==> config.mk <==
export PLATFORM = sky130hd
export DESIGN_NAME = psc_top
export DESIGN_NICKNAME = d
export VERILOG_FILES = /design/src/design/psc_pkg.sv /design/src/design/psc_pulse_decoder.sv /design/src/design/psc_ratio_scaler.sv /design/src/design/psc_top.sv
export SDC_FILE = /design/constraint.sdc
export NUM_CORES = 2
export LEC_CHECK = 0
export BUFFER_PORTS_ARGS = -buffer_cell sky130_fd_sc_hd__clkbuf_2
export CAP_MARGIN = 20
export CELL_PAD_IN_SITES_DETAIL_PLACEMENT = 0
export CELL_PAD_IN_SITES_GLOBAL_PLACEMENT = 1
export CORE_UTILIZATION = 47
export DETAILED_ROUTE_END_ITERATION = 16
export GPL_TIMING_DRIVEN = 0
export PLACE_DENSITY = 0.92
export SETUP_SLACK_MARGIN = 0.02
export SLEW_MARGIN = 20
export SYNTH_ARGS = -nofsm -noshare
export SYNTH_HDL_FRONTEND = slang
export SYNTH_SLANG_ARGS = --single-unit
==> constraint.sdc <==
create_clock -name sys_clk -period 20.8 [get_ports sys_clk]
set_input_delay 1.04 -clock sys_clk [delete_from_list [all_inputs] [get_ports sys_clk]]
set_output_delay 1.04 -clock sys_clk [all_outputs]
set_load 0.03 [all_outputs]
==> src/design/psc_pkg.sv <==
// Constants, object indices and types for the pulse command scaling block
package psc_pkg;
  // Object dictionary indices
  localparam logic [15:0] IDX_DESIRED_STATE = 16'h2300;
  localparam logic [15:0] IDX_IN_CFG        = 16'h2320;
  localparam logic [15:0] IDX_SCALE         = 16'h2321;
  localparam logic [15:0] IDX_TRAJ_OPT      = 16'h2255;
  localparam logic [15:0] IDX_REG_OFS       = 16'h2325;
  localparam logic [15:0] IDX_PIN_STATES    = 16'h2190;
  localparam logic [15:0] IDX_INTERP_TIME   = 16'h60c2;
  localparam logic [15:0] IDX_IN_STATUS     = 16'h2f00;
  // Desired state codes; all but DS_CSP use the digital control inputs
  localparam logic [15:0] DS_PWM_CURRENT    = 16'h0002;
  localparam logic [15:0] DS_PWM_VELOCITY   = 16'h000c;
  localparam logic [15:0] DS_CSP            = 16'h000b;
  localparam logic [15:0] DS_PULSE_POS      = 16'h0017;
  // Trajectory option fields
  localparam int          OPT_EXTRAP_LSB    = 0;
  localparam int          OPT_EXTRAP_W      = 8;
  localparam int          OPT_QSTOP_BIT     = 16;
  localparam int          OPT_VFILT_BIT     = 17;
  // Input configuration fields
  localparam int          CFG_PIN_MODE_LSB  = 8;
  localparam int          CFG_FALL_BIT      = 12;
  localparam int          CFG_INV_BIT       = 13;
  localparam logic [1:0]  PIN_STEP_DIR      = 2'h0;
  localparam logic [1:0]  PIN_UP_DOWN       = 2'h1;
  localparam logic [1:0]  PIN_QUADRATURE    = 2'h2;
  // Input status word fields
  localparam int          STAT_NEG_LIM      = 0;
  localparam int          STAT_POS_LIM      = 1;
  localparam int          STAT_HOME         = 2;
  localparam int          STAT_ENABLE       = 3;
  localparam int          STAT_RAW_LSB      = 16;
  // Scaling and filter
  localparam int          PWM_FRAC          = 15;
  localparam int          VFILT_SHIFT       = 2;
  localparam logic [31:0] RST_WORD          = 32'h0000_0000;
  localparam logic [15:0] RST_HALF          = 16'h0000;

  typedef enum logic [1:0] {
    CSP_IDLE   = 2'b00,
    CSP_TRACK  = 2'b01,
    CSP_EXTRAP = 2'b10,
    CSP_QSTOP  = 2'b11
  } psc_csp_state_t;
endpackage

==> src/design/psc_pulse_decoder.sv <==
// Position input pin decoder: step/direction, up/down, quadrature
`timescale 1ns/1ps
module psc_pulse_decoder (
  input  wire logic       sys_clk,
  input  wire logic       reset_n,
  input  wire logic       pin_a,
  input  wire logic       pin_b,
  input  wire logic [1:0] pin_mode,
  input  wire logic       count_fall,
  input  wire logic       invert,
  output logic            step_valid,
  output logic            step_neg
);
  logic a_reg;
  logic b_reg;
  logic edge_a;
  logic edge_b;
  logic v_next;
  logic n_next;

  always_ff @(posedge sys_clk) begin
    if (!reset_n) begin
      a_reg <= 1'b0;
      b_reg <= 1'b0;
    end else begin
      a_reg <= pin_a;
      b_reg <= pin_b;
    end
  end

  assign edge_a = count_fall ? (a_reg & ~pin_a) : (~a_reg & pin_a);
  assign edge_b = count_fall ? (b_reg & ~pin_b) : (~b_reg & pin_b);

  always_comb begin
    case (pin_mode)
      psc_pkg::PIN_STEP_DIR: begin
        v_next = edge_a;
        n_next = pin_b;
      end
      psc_pkg::PIN_UP_DOWN: begin
        v_next = edge_a ^ edge_b;
        n_next = edge_b;
      end
      psc_pkg::PIN_QUADRATURE: begin
        v_next = (pin_a ^ a_reg) ^ (pin_b ^ b_reg);
        n_next = a_reg ^ pin_b;
      end
      default: begin
        v_next = 1'b0;
        n_next = 1'b0;
      end
    endcase
  end

  always_ff @(posedge sys_clk) begin
    if (!reset_n) begin
      step_valid <= 1'b0;
      step_neg   <= 1'b0;
    end else begin
      step_valid <= v_next;
      step_neg   <= n_next ^ invert;
    end
  end

  a_step_dir_edge: assert property (@(posedge sys_clk) disable iff (!reset_n)
    (pin_mode == psc_pkg::PIN_STEP_DIR && !count_fall && !a_reg && pin_a)
    |=> (step_valid && step_neg == $past(pin_b ^ invert)))
    else $error("step edge not decoded");
endmodule // psc_pulse_decoder

==> src/design/psc_ratio_scaler.sv <==
// Ratio scaler: numerator/denominator units per pulse, remainder carried
`timescale 1ns/1ps
module psc_ratio_scaler #(
  parameter int ACC_W = 34
) (
  input  wire logic        sys_clk,
  input  wire logic        reset_n,
  input  wire logic        pulse_valid,
  input  wire logic        pulse_neg,
  input  wire logic [15:0] ratio_num,
  input  wire logic [15:0] ratio_den,
  output logic             unit_valid,
  output logic             unit_neg
);
  if (ACC_W < 18) begin : g_chk
    $error("ACC_W too small for ratio remainder");
  end

  logic signed [ACC_W-1:0] rem_reg;
  logic signed [ACC_W-1:0] num_ext;
  logic signed [ACC_W-1:0] den_ext;
  logic signed [ACC_W-1:0] add_v;
  logic signed [ACC_W-1:0] sub_v;
  logic                    emit_pos;
  logic                    emit_neg;

  assign num_ext  = ACC_W'($unsigned(ratio_num));
  assign den_ext  = ACC_W'($unsigned(ratio_den));
  assign emit_pos = (ratio_den != 16'h0000) && (rem_reg >= den_ext);
  assign emit_neg = (ratio_den != 16'h0000) && (rem_reg <= -den_ext);
  assign add_v    = (pulse_valid && ratio_den != 16'h0000)
                    ? (pulse_neg ? -num_ext : num_ext) : '0;
  assign sub_v    = emit_pos ? den_ext : (emit_neg ? -den_ext : '0);

  always_ff @(posedge sys_clk) begin
    if (!reset_n) begin
      rem_reg <= '0;
    end else begin
      rem_reg <= rem_reg + add_v - sub_v;
    end
  end

  always_ff @(posedge sys_clk) begin
    if (!reset_n) begin
      unit_valid <= 1'b0;
      unit_neg   <= 1'b0;
    end else begin
      unit_valid <= emit_pos | emit_neg;
      unit_neg   <= emit_neg;
    end
  end

  a_ratio_unit: assert property (@(posedge sys_clk) disable iff (!reset_n)
    (emit_pos && !pulse_valid)
    |=> (unit_valid && !unit_neg && rem_reg == $past(rem_reg) - $past(den_ext)))
    else $error("unit step not taken from remainder");
  a_rem_kept: assert property (@(posedge sys_clk) disable iff (!reset_n)
    (!pulse_valid && !emit_pos && !emit_neg) |=> (rem_reg == $past(rem_reg)))
    else $error("remainder lost");
  c_unit_step: cover property (@(posedge sys_clk) disable iff (!reset_n)
    pulse_valid ##1 unit_valid);
endmodule // psc_ratio_scaler

==> src/design/psc_top.sv <==
// Digital command input scaling, input status and trajectory options
//
// Functional notes
// - Current mode scale is full-PWM current, 0.01 A.
// - Velocity mode scale is full-PWM velocity, 0.1 counts/s.
// - Position scale: high word numerator, low denominator.
// - Each pulse moves numerator/denominator encoder units.
// - Scaling only in digital-input desired states.
// - Status bit0 negative limit, bit1 positive limit.
// - Status bit2 home, bit3 enable input.
// - Raw pins in upper half; bits 4-15 zero.
// - CSP extrapolates up to option bits 0-7 cycles.
// - Option bit16 enters quick stop after limit.
// - Option bit17 with interpolation time filters velocity.
// - State 23 adds registration offset to master position.
// - Registration offset clears right after being applied.
// - Pin mode: step/dir, up/down, quadrature.
`timescale 1ns/1ps
module psc_top (
  input  wire logic        sys_clk,
  input  wire logic        reset_n,
  input  wire logic [15:0] od_index,
  input  wire logic        od_wr,
  input  wire logic        od_rd,
  input  wire logic [31:0] od_wdata,
  output logic      [31:0] od_rdata,
  output logic             od_ack,
  output logic             od_err,
  input  wire logic        neg_lim_in,
  input  wire logic        pos_lim_in,
  input  wire logic        home_in,
  input  wire logic        amp_en_in,
  input  wire logic [15:0] pin_raw,
  input  wire logic        pulse_a,
  input  wire logic        pulse_b,
  input  wire logic [15:0] pwm_duty,
  input  wire logic        loop_tick,
  input  wire logic        master_valid,
  input  wire logic [31:0] master_pos_in,
  output logic      [31:0] current_cmd,
  output logic      [31:0] velocity_cmd,
  output logic      [31:0] master_pos,
  output logic      [31:0] traj_pos,
  output logic      [31:0] traj_vel,
  output logic      [31:0] traj_acc,
  output logic             quick_stop,
  output logic             extrapolating
);
  logic                  [15:0] ds_reg;
  logic                  [15:0] cfg_reg;
  logic                  [31:0] scale_reg;
  logic                  [31:0] opt_reg;
  logic                  [31:0] ofs_reg;
  logic                  [31:0] interp_reg;
  logic                  [31:0] status_word;
  logic                  [31:0] od_rdata_next;
  logic                         mapped;
  logic                         step_valid;
  logic                         step_neg;
  logic                         unit_valid;
  logic                         unit_neg;
  logic                         pulse_mode;
  logic                         ofs_apply;
  logic                         ofs_wr;
  logic signed           [31:0] step_delta;
  logic signed           [47:0] pwm_prod;
  logic signed           [31:0] vel_raw;
  logic signed           [31:0] vel_diff;
  logic signed           [31:0] vel_filt;
  logic                         filt_on;
  logic                         csp_on;
  logic                         take_data;
  logic                         extrap_step;
  logic                         qstop_hit;
  logic                   [7:0] missing_reg;
  logic                   [7:0] extrap_lim;
  psc_pkg::psc_csp_state_t      csp_state_reg;

  // Input status word
  always_comb begin
    status_word                                 = psc_pkg::RST_WORD;
    status_word[psc_pkg::STAT_NEG_LIM]          = neg_lim_in;
    status_word[psc_pkg::STAT_POS_LIM]          = pos_lim_in;
    status_word[psc_pkg::STAT_HOME]             = home_in;
    status_word[psc_pkg::STAT_ENABLE]           = amp_en_in;
    status_word[psc_pkg::STAT_RAW_LSB +: 16]    = pin_raw;
  end

  // Object writes
  assign ofs_wr = od_wr && od_index == psc_pkg::IDX_REG_OFS;

  always_ff @(posedge sys_clk) begin
    if (!reset_n) begin
      ds_reg     <= psc_pkg::RST_HALF;
      cfg_reg    <= psc_pkg::RST_HALF;
      scale_reg  <= psc_pkg::RST_WORD;
      opt_reg    <= psc_pkg::RST_WORD;
      interp_reg <= psc_pkg::RST_WORD;
    end else if (od_wr) begin
      if (od_index == psc_pkg::IDX_DESIRED_STATE) begin
        ds_reg <= od_wdata[15:0];
      end else if (od_index == psc_pkg::IDX_IN_CFG) begin
        cfg_reg <= od_wdata[15:0];
      end else if (od_index == psc_pkg::IDX_SCALE) begin
        scale_reg <= od_wdata;
      end else if (od_index == psc_pkg::IDX_TRAJ_OPT) begin
        opt_reg <= od_wdata;
      end else if (od_index == psc_pkg::IDX_INTERP_TIME) begin
        interp_reg <= od_wdata;
      end
    end
  end

  // Registration offset: a write wins over the clear
  assign pulse_mode = ds_reg == psc_pkg::DS_PULSE_POS;
  assign ofs_apply  = pulse_mode && ofs_reg != psc_pkg::RST_WORD;

  always_ff @(posedge sys_clk) begin
    if (!reset_n) begin
      ofs_reg <= psc_pkg::RST_WORD;
    end else if (ofs_wr) begin
      ofs_reg <= od_wdata;
    end else if (ofs_apply) begin
      ofs_reg <= psc_pkg::RST_WORD;
    end
  end

  // Object reads
  always_comb begin
    mapped = 1'b1;
    if (od_index == psc_pkg::IDX_DESIRED_STATE) begin
      od_rdata_next = {16'h0000, ds_reg};
    end else if (od_index == psc_pkg::IDX_IN_CFG) begin
      od_rdata_next = {16'h0000, cfg_reg};
    end else if (od_index == psc_pkg::IDX_SCALE) begin
      od_rdata_next = scale_reg;
    end else if (od_index == psc_pkg::IDX_TRAJ_OPT) begin
      od_rdata_next = opt_reg;
    end else if (od_index == psc_pkg::IDX_REG_OFS) begin
      od_rdata_next = ofs_reg;
    end else if (od_index == psc_pkg::IDX_INTERP_TIME) begin
      od_rdata_next = interp_reg;
    end else if (od_index == psc_pkg::IDX_PIN_STATES) begin
      od_rdata_next = {16'h0000, pin_raw};
    end else if (od_index == psc_pkg::IDX_IN_STATUS) begin
      od_rdata_next = status_word;
    end else begin
      mapped        = 1'b0;
      od_rdata_next = psc_pkg::RST_WORD;
    end
  end

  always_ff @(posedge sys_clk) begin
    if (!reset_n) begin
      od_rdata <= psc_pkg::RST_WORD;
      od_ack   <= 1'b0;
      od_err   <= 1'b0;
    end else begin
      od_rdata <= od_rd ? od_rdata_next : od_rdata;
      od_ack   <= od_rd | od_wr;
      od_err   <= (od_rd | od_wr) & ~mapped;
    end
  end

  // Pulse input path
  psc_pulse_decoder u_dec (
    .sys_clk    (sys_clk),
    .reset_n    (reset_n),
    .pin_a      (pulse_a),
    .pin_b      (pulse_b),
    .pin_mode   (cfg_reg[psc_pkg::CFG_PIN_MODE_LSB +: 2]),
    .count_fall (cfg_reg[psc_pkg::CFG_FALL_BIT]),
    .invert     (cfg_reg[psc_pkg::CFG_INV_BIT]),
    .step_valid (step_valid),
    .step_neg   (step_neg)
  );

  psc_ratio_scaler #(.ACC_W(34)) u_ratio (
    .sys_clk     (sys_clk),
    .reset_n     (reset_n),
    .pulse_valid (step_valid && pulse_mode),
    .pulse_neg   (step_neg),
    .ratio_num   (scale_reg[31:16]),
    .ratio_den   (scale_reg[15:0]),
    .unit_valid  (unit_valid),
    .unit_neg    (unit_neg)
  );

  assign step_delta = unit_valid ? (unit_neg ? -32'sd1 : 32'sd1) : 32'sd0;

  always_ff @(posedge sys_clk) begin
    if (!reset_n) begin
      master_pos <= psc_pkg::RST_WORD;
    end else if (pulse_mode) begin
      master_pos <= master_pos + step_delta + (ofs_apply ? ofs_reg : 32'h0);
    end
  end

  // PWM current and velocity commands
  assign pwm_prod = $signed(pwm_duty) * $signed(scale_reg);

  always_ff @(posedge sys_clk) begin
    if (!reset_n) begin
      current_cmd  <= psc_pkg::RST_WORD;
      velocity_cmd <= psc_pkg::RST_WORD;
    end else begin
      current_cmd  <= (ds_reg == psc_pkg::DS_PWM_CURRENT)
                      ? pwm_prod[psc_pkg::PWM_FRAC +: 32] : psc_pkg::RST_WORD;
      velocity_cmd <= (ds_reg == psc_pkg::DS_PWM_VELOCITY)
                      ? pwm_prod[psc_pkg::PWM_FRAC +: 32] : psc_pkg::RST_WORD;
    end
  end

  // Cyclic position: extrapolation and quick stop
  assign csp_on      = ds_reg == psc_pkg::DS_CSP;
  assign extrap_lim  = opt_reg[psc_pkg::OPT_EXTRAP_LSB +: psc_pkg::OPT_EXTRAP_W];
  assign take_data   = csp_on && loop_tick && master_valid
                       && csp_state_reg != psc_pkg::CSP_QSTOP;
  assign extrap_step = csp_on && loop_tick && !master_valid
                       && csp_state_reg != psc_pkg::CSP_QSTOP
                       && missing_reg < extrap_lim;
  assign qstop_hit   = csp_on && loop_tick && !master_valid
                       && missing_reg >= extrap_lim
                       && opt_reg[psc_pkg::OPT_QSTOP_BIT];

  always_ff @(posedge sys_clk) begin
    if (!reset_n || !csp_on) begin
      csp_state_reg <= psc_pkg::CSP_IDLE;
      missing_reg   <= 8'h00;
    end else begin
      case (csp_state_reg)
        psc_pkg::CSP_QSTOP: begin
          csp_state_reg <= psc_pkg::CSP_QSTOP;
        end
        default: begin
          if (take_data) begin
            csp_state_reg <= psc_pkg::CSP_TRACK;
            missing_reg   <= 8'h00;
          end else if (extrap_step) begin
            csp_state_reg <= psc_pkg::CSP_EXTRAP;
            missing_reg   <= missing_reg + 8'h01;
          end else if (qstop_hit) begin
            csp_state_reg <= psc_pkg::CSP_QSTOP;
          end
        end
      endcase
    end
  end

  assign quick_stop    = csp_state_reg == psc_pkg::CSP_QSTOP;
  assign extrapolating = csp_state_reg == psc_pkg::CSP_EXTRAP;

  assign filt_on  = opt_reg[psc_pkg::OPT_VFILT_BIT] && interp_reg != psc_pkg::RST_WORD;
  assign vel_raw  = master_pos_in - traj_pos;
  assign vel_diff = vel_raw - traj_vel;
  assign vel_filt = $signed(traj_vel) + (vel_diff >>> psc_pkg::VFILT_SHIFT);

  always_ff @(posedge sys_clk) begin
    if (!reset_n) begin
      traj_pos <= psc_pkg::RST_WORD;
      traj_vel <= psc_pkg::RST_WORD;
      traj_acc <= psc_pkg::RST_WORD;
    end else if (take_data) begin
      traj_pos <= master_pos_in;
      traj_vel <= filt_on ? vel_filt : vel_raw;
      traj_acc <= filt_on ? vel_filt - traj_vel : psc_pkg::RST_WORD;
    end else if (extrap_step) begin
      traj_pos <= traj_pos + traj_vel;
    end
  end

  a_status_limits: assert property (@(posedge sys_clk) disable iff (!reset_n)
    (od_rd && od_index == psc_pkg::IDX_IN_STATUS)
    |=> od_rdata[1:0] == $past({pos_lim_in, neg_lim_in}))
    else $error("limit bits wrong in status");
  a_status_home_en: assert property (@(posedge sys_clk) disable iff (!reset_n)
    (od_rd && od_index == psc_pkg::IDX_IN_STATUS)
    |=> od_rdata[3:2] == $past({amp_en_in, home_in}))
    else $error("home or enable bit wrong in status");
  a_status_raw: assert property (@(posedge sys_clk) disable iff (!reset_n)
    (od_rd && od_index == psc_pkg::IDX_IN_STATUS)
    |=> (od_rdata[31:16] == $past(pin_raw) && od_rdata[15:4] == 12'h000))
    else $error("raw pins or reserved bits wrong");
  a_cur_full_scale: assert property (@(posedge sys_clk) disable iff (!reset_n)
    (ds_reg == psc_pkg::DS_PWM_CURRENT && pwm_duty == 16'h8000 && $stable(scale_reg))
    |=> current_cmd == -$past(scale_reg))
    else $error("current command not scaled");
  a_vel_full_scale: assert property (@(posedge sys_clk) disable iff (!reset_n)
    (ds_reg == psc_pkg::DS_PWM_VELOCITY && pwm_duty == 16'h8000 && $stable(scale_reg))
    |=> velocity_cmd == -$past(scale_reg))
    else $error("velocity command not scaled");
  a_mode_gate: assert property (@(posedge sys_clk) disable iff (!reset_n)
    (ds_reg != psc_pkg::DS_PWM_CURRENT && ds_reg != psc_pkg::DS_PWM_VELOCITY)
    |=> (current_cmd == 32'h0 && velocity_cmd == 32'h0))
    else $error("command outside digital input mode");
  a_extrap_bound: assert property (@(posedge sys_clk) disable iff (!reset_n)
    extrapolating |-> (missing_reg <= extrap_lim && missing_reg != 8'h00))
    else $error("extrapolation past limit");
  a_qstop_entry: assert property (@(posedge sys_clk) disable iff (!reset_n)
    (qstop_hit && !quick_stop) |=> quick_stop ##1 (quick_stop || !csp_on))
    else $error("quick stop not entered");
  a_vfilt_off: assert property (@(posedge sys_clk) disable iff (!reset_n)
    (take_data && !filt_on) |=> (traj_acc == 32'h0 && traj_vel == $past(vel_raw)))
    else $error("unfiltered velocity wrong");
  a_ofs_inject: assert property (@(posedge sys_clk) disable iff (!reset_n)
    (ofs_apply && !unit_valid)
    |=> master_pos == $past(master_pos) + $past(ofs_reg))
    else $error("offset not added");
  a_ofs_clear: assert property (@(posedge sys_clk) disable iff (!reset_n)
    (ofs_apply && !ofs_wr) |=> ofs_reg == 32'h0)
    else $error("offset not cleared");
  c_qstop: cover property (@(posedge sys_clk) disable iff (!reset_n)
    extrapolating ##[1:20] quick_stop);
  c_ofs_apply: cover property (@(posedge sys_clk) disable iff (!reset_n)
    ofs_wr ##1 ofs_apply ##1 ofs_reg == 32'h0);
  c_filtered: cover property (@(posedge sys_clk) disable iff (!reset_n)
    take_data && filt_on);
endmodule // psc_top

; ---- After elaboration in Yosys (flattened, before gate mapping)
; Cells that the tools add are included.
[classes]
addsub = 13
mul = 1
order_cmp = 4
n_eq_ne = 17
muxes = 39
n_bitwise = 23
n_reduce_logical = 34
[op_table]
columns = op, count
row1 = 2-to-1 mux 32 bit, 17
row2 = 2-to-1 mux 34 bit, 4
row3 = "equality test 16 x 14 -> 1 bit, second input constant", 7
row4 = negator 16 -> 34 bit, 3
row5 = adder 32 bit, 3
row6 = subtractor 32 bit, 3
row7 = nonzero test 32 bit, 2
row8 = multiplier 16 x 32 -> 47 bit, 1
row9 = adder 34 bit, 1
row10 = greater-or-equal comparator 34 x 17 -> 1 bit, 1
row11 = less-or-equal comparator 34 bit, 1
row12 = subtractor 34 bit, 1
row13 = adder 32 x 30 -> 32 bit, 1
row14 = "equality test 16 x 4 -> 1 bit, second input constant", 2
row15 = "equality test 16 x 15 -> 1 bit, second input constant", 1
row16 = "equality test 16 x 2 -> 1 bit, second input constant", 1
row17 = "equality test 16 x 5 -> 1 bit, second input constant", 1
row18 = 2-to-1 mux 8 bit, 2
row19 = nonzero test 16 bit, 1
row20 = logical AND 1 bit, 15
row21 = 2-to-1 mux 1 bit, 10
row22 = inverter 1 bit, 10
row23 = "adder 8 x 1 -> 8 bit, second input constant", 1
row24 = greater-or-equal comparator 8 bit, 1
row25 = 19 further kinds, 41
[word_totals]
regBits = 436
input_bits = 124

; ---- Longest topological paths before layout
[logic_depth]
depth_word = 11
ltp_mapped = 43
depth_no_buf = 42

; ---- Cells and area by module
; From an unflattened synthesis, not the netlist that was laid out.
[hier_totals]
hier_cells = 5691
hier_area_um2 = 47509.3
[by_module_without_submodules]
columns = mod, n_inst, cells_each, area_per_inst_um2, seq_area_each_um2
row1 = psc_top, 1, 4930, 41527.3, 7927.6
row2 = psc_ratio_scaler, 1, 731, 5699.2, 720.7
row3 = psc_pulse_decoder, 1, 30, 282.8, 80.1

; ---- Least setup slack after synthesis
; Ideal clock, no wire load.
[synth_timing]
path_kind = input to register
from = in master_pos_in[0]
to = reg traj_acc[28]
t_arrival_ps = 7902
required_time_ps = 20675
setup_slack_ps = 12773
path_stages = 41
n_path_buf = 0
path_cell_list = inv_1 ha_1 inv_1 fa_1 a21o_1 a21oi_1 o21bai_1 a21oi_1 o21bai_1 a21oi_1 xnor2_1 ha_1 a21oi_1 o21ai_0 nor4_1 nor3_1 a31o_2 a21oi_1 (+5 left out) a22oi_1 nand4_1 o21ai_0 o21a_1 nor2_1 xnor2_1 ha_1 inv_1 or3_1 nor2_1 a32o_1 a31oi_1 a221oi_1 a41o_1 or4_1 a31oi_1 xor2_1 o21ai_1
[synth_between]
elab_chain_len = 5
[synth_lines]
columns = element, line
row1 = "start, declared", psc_top.sv:39  ; input wire logic [31:0] master_pos_in,
row2 = subtractor 32 bit, psc_top.sv:254  ; assign vel_raw = master_pos_in - traj_pos;
row3 = subtractor 32 bit, psc_top.sv:255  ; assign vel_diff = vel_raw - traj_vel;
row4 = adder 32 x 30 -> 32 bit, psc_top.sv:256  ; assign vel_filt = $signed(traj_vel) + (vel_diff >>> psc_pkg::VFILT_SHIFT);
row5 = subtractor 32 bit, psc_top.sv:266  ; traj_acc <= filt_on ? vel_filt - traj_vel : psc_pkg::RST_WORD;
row6 = 2-to-1 mux 32 bit, psc_top.sv:266
row7 = "end signal, assigned", psc_top.sv:262  ; traj_acc <= psc_pkg::RST_WORD;
row8 = "end signal, assigned", psc_top.sv:266
row9 = "end, declared", psc_top.sv:45  ; output logic [31:0] traj_acc,
; No other way between the ends.
; A chain may end at the register's enable or synchronous reset.

; ---- Worst setup path after layout
; Ends and elaborated chain as after synthesis.

==> impl_metrics.toml <==
[sta]
max_slew_margin_pct = 19.8
timing.setup.tns_ns = 0
final_critical_path_setup_slack_ns = 11.45
timing.final.max_slew_violations = 0
timing_hold_violations_final = 0
max_clock_freq_mhz = 107
finalCritPeriodShare_pct = 45.0
fin_skew_ns = 0.0697
setup_violations = 0
grt_setup_unrepaired = "no"
worstMarginPinSlew_ns = 1.20
period_minus_slack_ns = 9.35

[cts]
clkSinkCount = 436
cts-buffers-inserted = 56
cts-root-to-sink-buffers = 3
clk_transition_reported_paths_ns = 0.06
tritoncts_clock_tree = "yes"
post-cts-setup-buffers = 0
htree_num_levels = 2
post_cts_hold_buffer_count = 0
worst_skew_late_latency_ns = 0.72
cts_root_buf = "clkbuf_16"
postCtsResizedCells = 0

[grt]
grt_util_overall_pct = 32.1
grt_overflow_total = 0
grt_first_pass_wirelength_um = 252000
grt_pass1_vias = 42700
grt_antenna_before_repair = 7
maximum_number_of_pins_on_one_net_before_global_route_repair = 26

[drt]
met2_wirelength_um = 77100
m1WireLength_um = 67400
vias_per_cell = 5.69
detailed_routing_iteration_count_for_the_pre_antenna_repair_pass = 6
starting_drt_drc_count = 3959
postRouteWirelength_um = 166000
routed-wl-met3_um = 13900
top_layer = "met5"
num_vias = 43600
routedWlPerCell_um = 21.7
ant_nets = 0
drc_errors = 0

[worst_setup_path]
max_stage_delay_ns = 0.68
critPathLaunchType = "input port"
timing.critical_path.to_type = "flip-flop"
critPathSlowestCell = "o21ai_0"
critPathArrivalTime_ns = 9.88
cp_max_fo = 5
timing.setup.critical_path_class = "in2reg"
critical_path_required_time_ns = 21.33
critical-path-top-cell-by-count = "a21oi_1"

[floorplan]
die_width_um = 321
initial_standard_cell_utilization_of_the_core_pct = 47.6
die-area_um2 = 103000
num_rows = 116
ioPinCount = 352
die_y_um = 321
core-area_um2 = 100000

[synthesis]
post_synth.cell_area_avg_um2 = 8.15
cell_type_with_the_largest_total_area_after_synthesis = "fa_1"
synth_top_cell_area_share_pct = 23.0
seq_area_frac_synth_pct = 18.3
netlist_area_um2 = 47700
syn_nets = 6920
yosys_warnings = 0
synth_edf_count = 0
async_flop_share_pct = 0
synth.top_cells.by_count = "nand2_1, inv_1, fa_1, a21oi_1, dfxtp_1"
post_synth_num_cell_types = 88
synthMostInstantiatedCell = "nand2_1"
syn-instance-count = 5850
ys_ff_latch = 436
synth_flop_cell = "dfxtp_1"
ys_top_cells_by_area = "fa_1, dfxtp_1, ha_1, nand2_1, inv_1"

[cells_and_area]
register_area_um2 = 8730
drive_above_1_share_pct = 7.89
multi_input_area_um2 = 35100
final_nets = 7329
synthToLayoutAreaGrowth_pct = 11.5
largest_reg_flops = 34
finalCoreUtilization_pct = 53.0
num-fill-cells = 9593
final-instance-count-excl-fill = 7660

[placed_design]
preCtsSetupSlack_ns = 11.04
gp_congestion = 0.994
place.port_buffers = 346
total_instance_count_after_detailed_placement = 7558
hpwlAfterDp_um = 136000

[outcome]
outcome = "complete, no violations"

[power]
static_leak_nw = 22.9
max-vdd-ir-drop_mv = 0.0710
power_density_nw_per_um2 = 53.0

[run]
max_cap_viol_count = 0

[hold_path]
worstHoldPathType = "reg2reg"
where the power goes:
part           leakage, nW  total, mW  switching [mW]  internal (mW)
Clock                0.936       1.05           0.447          0.605
Sequential            3.52      0.882          0.0255          0.857
Combinational         18.4      0.883           0.531          0.352
area by class of cell:
cell class                 instances  share of cell area [%]
antenna                            1                 0.00470
buffer                           296                    2.11
clock buffer                      70                    2.90
clock inverter                    31                   0.797
inverter                         737                    5.20
multi-input combinational       4381                    66.0
sequential                       436                    16.4
tap                             1357                    3.19
timing repair buffer             351                    3.36
final timing paths:
| path | endpoint | slack, ns | start | cells past startpoint |
|---|---|---|---|---|
| worst max register to register | traj_acc[28]$_SDFFE_PN0P_ | 11.49 | traj_pos[0]$_SDFFE_PN0N_ | 40 |
| worst max-delay path | traj_acc[28]$_SDFFE_PN0P_ | 11.45 | master_pos_in[0] | 42 |
| worst min-delay path | traj_acc[31]$_SDFFE_PN0P_ | 0.45 | traj_acc[31]$_SDFFE_PN0P_ | 2 |
| worst min register to register | traj_acc[31]$_SDFFE_PN0P_ | 0.45 | traj_acc[31]$_SDFFE_PN0P_ | 2 |
routing by layer:
layer | vias to the layer above | global-route usage, %
met2 | 1950 | 53.0
li1 | 20200 | -
met4 | 10 | 13.4
met3 | 365 | 5.01
met1 | 21100 | 41.8
met5 | - | 0
logic make-up (layout without fill, tap and decap cells):
group,count (synthesis),in the layout,share of synthesized area (%)
fa+ha+maj,946,946,33.4
other cells,0,1,0
flops,436,436,18.3
mux,45,45,0.950
simple gates,1909,1909,18.4
compound gates,1231,1231,16.2
buf+inv,1033,1485,8.15
xor+xnor,250,250,4.64
worst max-delay path, delay by kind of cell:
kind | cells | cell delay [ns]
buffers and inverters | 4 | 0.31
and+or+nand+nor | 6 | 1.31
adders and majority gates | 5 | 1.62
AOI/OAI and AO/OA | 23 | 4.91
xor gates and xnor gates | 4 | 0.70
metrics by stage:
stage | total power, mW | hold WS, ns | area [um2]
2_1_floorplan | 1.54 | 0.436 | 47700
3_3_place_gp | 1.75 | 0.441 | 51100
3_5_place_dp | 1.77 | 0.445 | 51200
4_1_cts | 2.81 | 0.454 | 53200
5_1_grt | 2.96 | 0.469 | 53200
6_report | 2.82 | 0.452 | 53200
placed cells by master, fill, tap and decap left out, types with 41 or more instances in the layout:
| master | instances |
|---|---|
| a21o_1 | 136 |
| a21oi_1 | 495 |
| a22oi_1 | 62 |
| and2_1 | 203 |
| clkbuf_1 | 270 |
| clkbuf_16 | 56 |
| clkbuf_2 | 349 |
| dfxtp_1 | 436 |
| fa_1 | 548 |
| ha_1 | 398 |
| inv_1 | 736 |
| mux2i_1 | 43 |
| nand2_1 | 889 |
| nand2b_1 | 64 |
| nand3_1 | 102 |
| nand4_1 | 47 |
| nor2_1 | 340 |
| nor3_1 | 68 |
| nor4_1 | 41 |
| o21ai_0 | 189 |
| xnor2_1 | 170 |
| xor2_1 | 78 |
(Power assumes the default switching activity.)
